### src/logic/dio_mux_pkg.sv
// package: register map, selector codes and carrier types of the pin mux
`default_nettype none
package dio_mux_pkg;

    localparam int          ADDR_W = 8;
    localparam int          DATA_W = 32;

    localparam logic [7:0]  REG_PIN_A_DIR = 8'h00;
    localparam logic [7:0]  REG_PIN_A_SRC = 8'h04;
    localparam logic [7:0]  REG_PIN_B_DIR = 8'h08;
    localparam logic [7:0]  REG_PIN_B_SRC = 8'h0c;
    localparam logic [7:0]  REG_PIN_STATE = 8'h10;

    // pin state register fields
    localparam int          ST_LEVEL_A = 0;
    localparam int          ST_LEVEL_B = 1;
    localparam int          ST_DRIVE_A = 2;
    localparam int          ST_DRIVE_B = 3;
    localparam int          ST_KNOWN_A = 4;
    localparam int          ST_KNOWN_B = 5;

    // direction setting values
    localparam logic        DIR_OUTPUT = 1'b0;
    localparam logic        DIR_INPUT  = 1'b1;

    // constant sources
    localparam logic [31:0] CODE_CONST_ZERO = 32'h0000_0000;
    localparam logic [31:0] CODE_CONST_ONE  = 32'h0000_0001;

    // bit pointer layout: tag, bit number, group, index
    localparam logic [7:0]  PTR_TAG        = 8'h40;
    localparam int          PTR_TAG_LSB    = 24;
    localparam int          PTR_BIT_LSB    = 16;
    localparam logic [15:0] PTR_BRAKE      = 16'h0310;
    localparam logic [15:0] PTR_PRIMARY    = 16'h0601;
    localparam logic [15:0] PTR_SECONDARY  = 16'h0602;
    localparam logic [15:0] PTR_SPEED      = 16'h0603;
    localparam logic [15:0] PTR_SUPERV     = 16'h060d;

    // named selector codes; the decoder takes any bit of these words, bit 0 only for the brake command
    localparam logic [31:0] CODE_BRAKE_CMD     = 32'h4000_0310;
    localparam logic [31:0] CODE_READY         = 32'h4000_0601;
    localparam logic [31:0] CODE_ENABLED       = 32'h4001_0601;
    localparam logic [31:0] CODE_STARTED       = 32'h4002_0601;
    localparam logic [31:0] CODE_RUNNING       = 32'h4003_0601;
    localparam logic [31:0] CODE_ALARM         = 32'h4007_0601;
    localparam logic [31:0] CODE_SECOND_LOC    = 32'h4008_0601;
    localparam logic [31:0] CODE_FAULT         = 32'h400a_0601;
    localparam logic [31:0] CODE_FAULT_INV     = 32'h400c_0601;
    localparam logic [31:0] CODE_RELAY_READY   = 32'h4002_0602;
    localparam logic [31:0] CODE_RELAY_RUNNING = 32'h4003_0602;
    localparam logic [31:0] CODE_REF_RUNNING   = 32'h4004_0602;
    localparam logic [31:0] CODE_CHARGE_READY  = 32'h4009_0602;
    localparam logic [31:0] CODE_NEG_SPEED     = 32'h4000_0603;
    localparam logic [31:0] CODE_ZERO_SPEED    = 32'h4001_0603;
    localparam logic [31:0] CODE_ABOVE_LIMIT   = 32'h4002_0603;
    localparam logic [31:0] CODE_AT_SETPOINT   = 32'h4003_0603;
    localparam logic [31:0] CODE_SUPERV_1      = 32'h4000_060d;
    localparam logic [31:0] CODE_SUPERV_2      = 32'h4001_060d;
    localparam logic [31:0] CODE_SUPERV_3      = 32'h4002_060d;

    // reset: pins released, selectors on constant zero
    localparam logic        RST_DIR = DIR_INPUT;
    localparam logic [31:0] RST_SRC = CODE_CONST_ZERO;

    typedef struct packed {
        logic        brakeCmd;
        logic [15:0] primaryDriveFlags;
        logic [15:0] secondaryDriveFlags;
        logic [15:0] speedLoopFlags;
        logic [15:0] supervisionFlags;
    } drive_status_t;

    typedef struct packed {
        logic        directionSetting;
        logic [31:0] sourceSelect;
    } pin_cfg_t;

endpackage
`default_nettype wire

### src/logic/dio_pin_driver.sv
// one programmable pin: registered drive value, enable and sampled level
`timescale 1ns/1ps
`default_nettype none
module dio_pin_driver
    import dio_mux_pkg::*;
(
    input  wire logic mclk,
    input  wire logic sys_rst,
    input  wire logic directionSetting,
    input  wire logic sourceBit,
    input  wire logic pinIn,
    output logic      pinOut,
    output logic      pinOeN,
    output logic      levelSeen
);

    // output flop: follows the source every cycle while an output
    always_ff @(posedge mclk) begin
        if (sys_rst) begin
            pinOut <= 1'b0;
        end else if (directionSetting == DIR_OUTPUT) begin
            pinOut <= sourceBit;
        end else begin
            pinOut <= 1'b0;
        end
    end

    // enable is active low; released as input so field wiring may drive
    always_ff @(posedge mclk) begin
        if (sys_rst) begin
            pinOeN <= 1'b1;
        end else begin
            pinOeN <= (directionSetting == DIR_INPUT);
        end
    end

    always_ff @(posedge mclk) begin
        if (sys_rst) begin
            levelSeen <= 1'b0;
        end else begin
            levelSeen <= pinIn;
        end
    end

endmodule
`default_nettype wire

### src/logic/dio_direction_source_mux.sv
// direction and output source selection for two programmable pins
//
// What this block does
// (RULE1) pin a drives when direction setting is 0, listens when 1
// (RULE2) pin b drives when direction setting is 0, listens when 1
// (RULE3) pin a source select picks its driven signal, only while an output
// (RULE4) pin b source select picks its driven signal, only while an output
// (RULE5) brake command is selectable by its selector code
// (RULE6) primary flags bits 0,1,2,3,7,8,10,12 selectable, one code each
// (RULE7) secondary flags bits 2,3,4,9 selectable, one code each
// (RULE8) speed loop flags bits 0 to 3 selectable, one code each
// (RULE9) supervision flags bits 0 to 2 selectable, one code each
// (RULE10) a constant or general bit pointer may be selected instead
// (RULE11) output refreshed every clock; driver released while an input
//
// The placing of the registers and the address-and-strobe port were left to the implementer.
`timescale 1ns/1ps
`default_nettype none
module dio_direction_source_mux
    import dio_mux_pkg::*;
#(
    parameter int AW = ADDR_W,
    parameter int DW = DATA_W
) (
    input  wire logic          mclk,
    input  wire logic          sys_rst,
    input  wire logic [AW-1:0] regAddr,
    input  wire logic [DW-1:0] regWrData,
    input  wire logic          regWrStrobe,
    input  wire logic          regRdStrobe,
    output logic      [DW-1:0] regRdData,
    input  wire drive_status_t driveStatus,
    input  wire logic          programmablePinAIn,
    output logic               programmablePinAOut,
    output logic               programmablePinAOeN,
    input  wire logic          programmablePinBIn,
    output logic               programmablePinBOut,
    output logic               programmablePinBOeN
);

    pin_cfg_t      pinACfg_r;
    pin_cfg_t      pinBCfg_r;
    logic [DW-1:0] regRdData_r;
    logic [DW-1:0] regRdData_nxt;
    logic          srcBitA;
    logic          srcBitB;
    logic          knownA;
    logic          knownB;
    logic          levelA;
    logic          levelB;

    // true when the code is a constant or names a bit this block can point into
    function automatic logic code_known(input logic [31:0] code);
        logic [15:0] word;
        word = code[15:0];
        if (code == CODE_CONST_ZERO || code == CODE_CONST_ONE) begin
            return 1'b1;
        end
        if (code[31:PTR_TAG_LSB] != PTR_TAG) begin
            return 1'b0;
        end
        if (word == PTR_BRAKE) begin
            return code[23:PTR_BIT_LSB] == 8'h00;
        end
        if (word == PTR_PRIMARY || word == PTR_SECONDARY ||
            word == PTR_SPEED || word == PTR_SUPERV) begin
            return code[23:PTR_BIT_LSB] < 8'h10;
        end
        return 1'b0;
    endfunction

    // resolve a selector code to one status bit; unknown codes give zero
    function automatic logic pick_source(input logic [31:0]   code,
                                         input drive_status_t st);
        logic [3:0]  bitNo;
        logic [15:0] word;
        bitNo = code[PTR_BIT_LSB+3:PTR_BIT_LSB];
        word  = 16'h0000;
        if (!code_known(code)) begin
            return 1'b0;
        end
        if (code == CODE_CONST_ONE) begin // RULE10
            return 1'b1;
        end
        if (code == CODE_CONST_ZERO) begin // RULE10
            return 1'b0;
        end
        case (code[15:0])
            PTR_BRAKE:     return st.brakeCmd; // RULE5
            PTR_PRIMARY:   word = st.primaryDriveFlags; // RULE6
            PTR_SECONDARY: word = st.secondaryDriveFlags; // RULE7
            PTR_SPEED:     word = st.speedLoopFlags; // RULE8
            PTR_SUPERV:    word = st.supervisionFlags; // RULE9
            default:       word = 16'h0000;
        endcase
        // any bit of a known word is reachable, as a general pointer allows
        return word[bitNo]; // RULE10
    endfunction

    // register writes; unmapped and read-only offsets ignore writes
    always_ff @(posedge mclk) begin
        if (sys_rst) begin
            pinACfg_r.directionSetting <= RST_DIR;
        end else if (regWrStrobe && regAddr == REG_PIN_A_DIR) begin
            pinACfg_r.directionSetting <= regWrData[0]; // RULE1
        end
    end

    always_ff @(posedge mclk) begin
        if (sys_rst) begin
            pinACfg_r.sourceSelect <= RST_SRC;
        end else if (regWrStrobe && regAddr == REG_PIN_A_SRC) begin
            pinACfg_r.sourceSelect <= regWrData; // RULE3
        end
    end

    always_ff @(posedge mclk) begin
        if (sys_rst) begin
            pinBCfg_r.directionSetting <= RST_DIR;
        end else if (regWrStrobe && regAddr == REG_PIN_B_DIR) begin
            pinBCfg_r.directionSetting <= regWrData[0]; // RULE2
        end
    end

    always_ff @(posedge mclk) begin
        if (sys_rst) begin
            pinBCfg_r.sourceSelect <= RST_SRC;
        end else if (regWrStrobe && regAddr == REG_PIN_B_SRC) begin
            pinBCfg_r.sourceSelect <= regWrData; // RULE4
        end
    end

    assign srcBitA = pick_source(pinACfg_r.sourceSelect, driveStatus);
    assign srcBitB = pick_source(pinBCfg_r.sourceSelect, driveStatus);
    assign knownA  = code_known(pinACfg_r.sourceSelect);
    assign knownB  = code_known(pinBCfg_r.sourceSelect);

    // read data stand only in the cycle after the strobe
    always_comb begin
        regRdData_nxt = '0;
        if (regRdStrobe) begin
            if (regAddr == REG_PIN_A_DIR) begin
                regRdData_nxt[0] = pinACfg_r.directionSetting;
            end else if (regAddr == REG_PIN_A_SRC) begin
                regRdData_nxt = pinACfg_r.sourceSelect;
            end else if (regAddr == REG_PIN_B_DIR) begin
                regRdData_nxt[0] = pinBCfg_r.directionSetting;
            end else if (regAddr == REG_PIN_B_SRC) begin
                regRdData_nxt = pinBCfg_r.sourceSelect;
            end else if (regAddr == REG_PIN_STATE) begin
                regRdData_nxt[ST_LEVEL_A] = levelA;
                regRdData_nxt[ST_LEVEL_B] = levelB;
                regRdData_nxt[ST_DRIVE_A] = programmablePinAOut;
                regRdData_nxt[ST_DRIVE_B] = programmablePinBOut;
                regRdData_nxt[ST_KNOWN_A] = knownA;
                regRdData_nxt[ST_KNOWN_B] = knownB;
            end
        end
    end

    always_ff @(posedge mclk) begin
        if (sys_rst) begin
            regRdData_r <= '0;
        end else begin
            regRdData_r <= regRdData_nxt;
        end
    end

    assign regRdData = regRdData_r;

    // one flop stage from status to pin; no extra filtering or delay
    dio_pin_driver pinADriver (
        .mclk             (mclk),
        .sys_rst          (sys_rst),
        .directionSetting (pinACfg_r.directionSetting), // RULE1
        .sourceBit        (srcBitA), // RULE11
        .pinIn            (programmablePinAIn),
        .pinOut           (programmablePinAOut),
        .pinOeN           (programmablePinAOeN),
        .levelSeen        (levelA)
    );

    dio_pin_driver pinBDriver (
        .mclk             (mclk),
        .sys_rst          (sys_rst),
        .directionSetting (pinBCfg_r.directionSetting), // RULE2
        .sourceBit        (srcBitB), // RULE11
        .pinIn            (programmablePinBIn),
        .pinOut           (programmablePinBOut),
        .pinOeN           (programmablePinBOeN),
        .levelSeen        (levelB)
    );
endmodule
`default_nettype wire

### config.mk
export PLATFORM = sky130hd
export DESIGN_NAME = dio_direction_source_mux
export DESIGN_NICKNAME = d
export VERILOG_FILES = /design/src/logic/dio_mux_pkg.sv /design/src/logic/dio_pin_driver.sv /design/src/logic/dio_direction_source_mux.sv
export SDC_FILE = /design/constraint.sdc
export NUM_CORES = 1
export LEC_CHECK = 0
export BUFFER_PORTS_ARGS = -buffer_cell sky130_fd_sc_hd__buf_4
export CORE_ASPECT_RATIO = 0.75
export CORE_MARGIN = 2
export CORE_UTILIZATION = 49
export DETAILED_ROUTE_END_ITERATION = 8
export PLACE_DENSITY = 0.77
export SKIP_CTS_REPAIR_TIMING = 1
export SLEW_MARGIN = 10
export SYNTH_ARGS = -nofsm -noshare
export SYNTH_HDL_FRONTEND = slang
export SYNTH_SLANG_ARGS = --single-unit
export TNS_END_PERCENT = 20
### constraint.sdc
create_clock -name mclk -period 3.25 [get_ports mclk]
set_input_delay 0.4875 -clock mclk [delete_from_list [all_inputs] [get_ports mclk]]
set_output_delay 0.4875 -clock mclk [all_outputs]
set_load 0.02 [all_outputs]
After elaboration in Yosys (flattened, before gate mapping)

Index checks and enable logic that the tools add are counted.

Flip-flop bits (word level): 104
Latch bits: 0
Memory bits (writable): 0
Memory bits (read-only): 0
Word-level logic and storage cells: 143
Memories kept: 0

Add/subtract/negate cells: 0
Multipliers: 0
Divide/modulo/power cells: 0
Magnitude comparators: 4
Eq/ne operators: 18
Shift-type cells: 0
Muxes and demuxes: 87
Bitwise logic cells: 1
Reductions and logical operators: 21

Operators by type and width:

| cell                 | count |
|---|---|
| $eq 16x11->1 const B | 8 |
| $pmux 16 s4          | 2 |
| $mux 16              | 6 |
| $mux 1               | 72 |
| $eq 32x1->1 const B  | 2 |
| $logic_not 32->1     | 2 |
| $eq 16x10->1 const B | 2 |
| $mux 32              | 1 |
| $mux 31              | 1 |
| $mux 26              | 1 |
| $logic_not 8->1      | 3 |
| $eq 8x4->1 const B   | 2 |
| $lt 8x5->1 const B   | 2 |
| $ne 8x7->1 const B   | 2 |
| $mux 6               | 2 |
| $lt 4x5->1 const B   | 2 |
| $bmux 1 s4           | 2 |
| $eq 8x3->1 const B   | 1 |
| $eq 8x5->1 const B   | 1 |
| $logic_or 1x1->1     | 8 |
| $reduce_or 2->1      | 3 |
| $logic_and 1x1->1    | 4 |
| $reduce_or 3->1      | 1 |
| $not 1->1            | 1 |

Depth between registers and ports, before layout

Depth in word-level cells: 25
Depth in mapped cells: 10
Mapped depth without buffers: 7

Cells and area by module

From an unflattened synthesis, not the netlist that was laid out.

Cells, all modules: 652
Area, all modules: 5153.7 µm²

By module, submodules not included:

| module                   | instances | cells each | area an instance (µm²) | sequential area each (µm²) |
|---|---|---|---|---|
| dio_direction_source_mux | 1         | 640        | 4993.5                 | 1961.9 |
| dio_pin_driver           | 2         | 6          | 80.1                   | 60.1 |

Worst setup path after synthesis

No wires, ideal clock.

Path kind: input to register
Start point: in regAddr[7]
End point: reg pinACfg_r[1] in the netlist's numbering
Arrival: 2274 ps
Data required time: 3118 ps
Path slack: 843 ps
Stages on the path: 8
Cell sequence: or4_1 > nor4_1 > and2_1 > clkbuf_1 > nand2_1 > clkbuf_1 > nand2_1 > a21oi_1

Word-level cells in the longest chain between the ends: 2

Ends and longest elaborated chain:

| item              | line                            | RTL |
|---|---|---|
| from (decl)       | dio_direction_source_mux.sv:27  | `input wire logic [AW-1:0] regAddr,` |
| $eq 8x3->1        | dio_direction_source_mux.sv:112 | `end else if (regWrStrobe && regAddr == REG_PIN_A_SRC) begin` |
| $logic_and 1x1->1 | dio_direction_source_mux.sv:112 |  |
| to (decl)         | dio_direction_source_mux.sv:41  | `pin_cfg_t pinACfg_r;` |

Every way passes these cells.
A chain may end at the register's enable or synchronous reset.

Worst setup path after layout

Start point: reg pinACfg_r[6] in the netlist's numbering
End point: reg pinADriver.pinOut

Word-level cells in the longest chain between the ends: 13
Elaborated cells on any way between the ends: 46

Ends and longest elaborated chain:

| item                                                                  | line                           | RTL |
|---|---|---|
| parallel branches: the longest is 12 deep, another holds $eq 16x11->1 | --                             |  |
| $mux 1 *                                                              | dio_direction_source_mux.sv:82 | `if (code == CODE_CONST_ONE) begin` |
| to (signal assigned)                                                  | dio_pin_driver.sv:22           | `pinOut <= sourceBit;` |
| to (decl)                                                             | dio_pin_driver.sv:12           | `output logic pinOut,` |

Every way passes the cells marked *. The select of a mux whose other input is x is not followed.

==> out/results.ini <==
[timing]
slew_viol_final = 0
relSlewSlack_pct = 52.01
fin_skew_ps = 11.52
finalCritPeriodShare_pct = 90.24
worst_pin_slew_ps = 719.8
setup_viol = 0
holdWs_ps = 361.5
tns_ps = 0
rsz0062_at_grt = no
fin_crit_ps = 2933
fmax_mhz = 341.0
finalHoldViolations = 0

[worst_setup_path]
worstSetupStartpointType = flip-flop
timing_worst_setup_path_type = flip-flop to flip-flop
cpPeakStageDelay_ps = 700
cp-startpoint = pinACfg_r[6]
cp_slowest_cell = or4_1
worstPathArrival_ps = 3230
worst_setup_path_end_kind = flip-flop
setup.worst_path.end = pinADriver.pinOut
r2r-start = pinACfg_r[6]
critPathMaxFanout = 5
timing.reg2reg.setup_slack_ps = 320
r2r_cells = 6
r2r_end = pinADriver.pinOut
cp_cell_sequence = or4_1 > nor4_2 > o21ai_0 > a311o_1 > a32oi_1 > o311a_1
cp.required_ps = 3540

[routing]
wirelength_mm = 18.95
remaining_drc_errors = 0
vias_per_cell = 6.286
ant_nets = 0
first_pass_iters = 7
num_vias = 5877
drt-wirelength-per-cell_um = 20.26
drtIter0Drc = 723

[yosys]
avgSynthCellArea_um2 = 7.883
async_flop_share_pct = 0
ys_seq_area_share_pct = 39.25
yosysWarningCount = 0
yosysUniqueCellTypes = 72
synth_seq_cells = 104
synth_nets = 784
synth_edf_count = 0
synth-main-ff-cell = dfxtp_1
netlist_instances = 673
syn_area_um2 = 5305

[power_and_ir_drop]
vdd_drop_max_mv = 0.3162
p_per_area_nw_per_um2 = 377.9
p_leak_nw = 2.528
power_mw = 2.569

[finish]
synthToLayoutAreaGrowth_pct = 28.16
nFillCells = 925
nets = 905
diodes = 0
drive_above_1_share_pct = 26.28
fin_area_um2 = 6799
final_util_pct = 65.31

[placement]
port_buffers = 146
placed_area_um2 = 6490
gp_congestion = 0.9697
hpwl_mm = 13.81

[global_routing]
grt_pass1_wl_mm = 29.24
grt_max_degree = 73
antenna_found_initial = 0
grt_usage_pct = 32.43
grt_pass1_vias = 5436
grt_overflow = 0

[cts]
root_buffer = clkbuf_16
cts_buffers = 9
clockBufferDepth = 2
cts_sinks = 104
clk_latency_ps = 350
htree_levels = 3
cts_tree = done
clk_pin_slew_ps = 80

[outcome]
status = completed

[job]
cap_violations = 0

[die]
start_util_pct = 50.96
core_area_um2 = 10410
chipWidth_um = 124.2
die-area_um2 = 11680
row_count = 32
io_pins = 147
die_h_um = 94.11

[worst_hold_path]
hp-class = primary input to flip-flop

[per-stage QoR]
step / cells / setup WS, ps
global route: 935 / 202.1
global placement: 919 / 507.1
CTS: 935 / 445.6
finish: 935 / 317.2
floorplan: 673 / 843.4
detailed placement: 919 / 473.3
[cell usage after synthesis (3+ instances only)]
cell	instances	share of area, %
a211oi_1	4	0.57
nor2b_1	6	0.71
and3_1	7	0.83
nor4bb_1	3	0.57
clkbuf_1	39	2.8
nor4_1	12	1.4
inv_1	6	0.42
nor3b_1	3	0.42
o21ai_0	8	0.75
a222oi_1	16	3.0
a31oi_1	5	0.59
a22oi_1	37	5.2
and4b_1	3	0.57
nor3_1	3	0.28
mux2_2	13	2.8
nor4b_1	4	0.66
nor4_4	3	1.2
and2_1	5	0.59
nand2_1	155	11
nand3b_1	4	0.57
a21oi_1	83	7.8
nand3_1	15	1.4
nand2b_1	4	0.47
buf_2	11	1.0
o21ai_1	5	0.47
a32oi_1	5	0.83
or4_1	4	0.57
buf_1	6	0.42
a221oi_1	4	0.66
nor2_1	45	3.2
dfxtp_1	104	39
[state kept, by name (all words and copies together) (netlist names)]
signal	count
pinACfg_r	33
pinADriver.pinOut	1
pinBDriver.pinOeN	1
pinBCfg_r	33
pinBDriver.levelSeen	1
pinADriver.pinOeN	1
pinADriver.levelSeen	1
pinBDriver.pinOut	1
regRdData	32
[cells in the final DEF, fill, tap and decap left out, drive strengths merged, types with 2 or more instances in the layout]
master   instances
mux2i            2
and2             5
a22oi           38
nand2b           4
a32oi            5
nor2b            6
clkbuf           9
a211oi           4
o221ai           2
o21ai           13
nor4b            4
a222oi          16
or4              5
buf            169
and3             7
nor4            16
nor2            46
mux2            13
nand3b           4
clkinv           4
nor3b            3
nand4b           2
a311o            2
o2bb2ai          2
dfxtp          104
nand2          155
nand3           15
a31o             2
a21oi           83
and4b            3
a221oi           4
and3b            2
a31oi            5
or2              2
a221o            2
inv              9
o31ai            2
nor3             3
nor4bb           3
[area by class of cell]
cell class              count  area, µm²  share of cell area, %
well taps                 136      170.2                  2.503
clock buffers               9      225.2                  3.312
clock inverters             7      83.83                  1.233
inverters                   6      22.52                 0.3312
flip-flops and latches    104       2082                  30.62
multi-input cells         504       2947                  43.34
repair buffers            169       1269                  18.66
[metal layers]
metal,track usage (%),vias to the layer above,share of wire [%]
met1,47.99,2779,44
met3,7.524,38,11
met5,0,-,0
li1,-,2696,-
met4,6.742,0,1.6
met2,47.77,364,44
[kinds of logic (layout without fill, tap and decap cells)]
group | count (synthesis) | count (layout) | share of synthesized area [%]
and+or+nand+nor | 292 | 292 | 27.15
AOI/OAI and AO/OA | 196 | 196 | 24.84
DFF | 104 | 104 | 39.25
buffers and inverters | 65 | 191 | 5.212
muxes | 16 | 16 | 3.561
[worst min path at each step]
stage,to,slack [ps],cells after the start,from
2_1_floorplan,pinADriver.pinOeN,430,2,pinACfg_r[32]
3_3_place_gp,pinBCfg_r[12],460,2,pinBCfg_r[12]
3_5_place_dp,pinBCfg_r[11],460,2,pinBCfg_r[11]
4_1_cts,pinADriver.levelSeen,360,2,programmablePinAIn
5_1_grt,pinADriver.levelSeen,370,2,programmablePinAIn
6_report,pinADriver.levelSeen,360,2,programmablePinAIn
[worst max-delay path: cells and delay by family (launching register included)]
family / cells / cell delay [ps]
AND/OR/NAND/NOR: 2 / 1380
AO/OA/AOI/OAI: 4 / 1170
flip-flops: 1 / 330
[report_power, final]
group	internal, mW	leakage (nW)	switching (mW)
registers	1.28	0.838	0.00195
logic	0.103	1.54	0.0831
clock network	0.553	0.151	0.554
No activity file was read; power rests on OpenSTA's default activity.
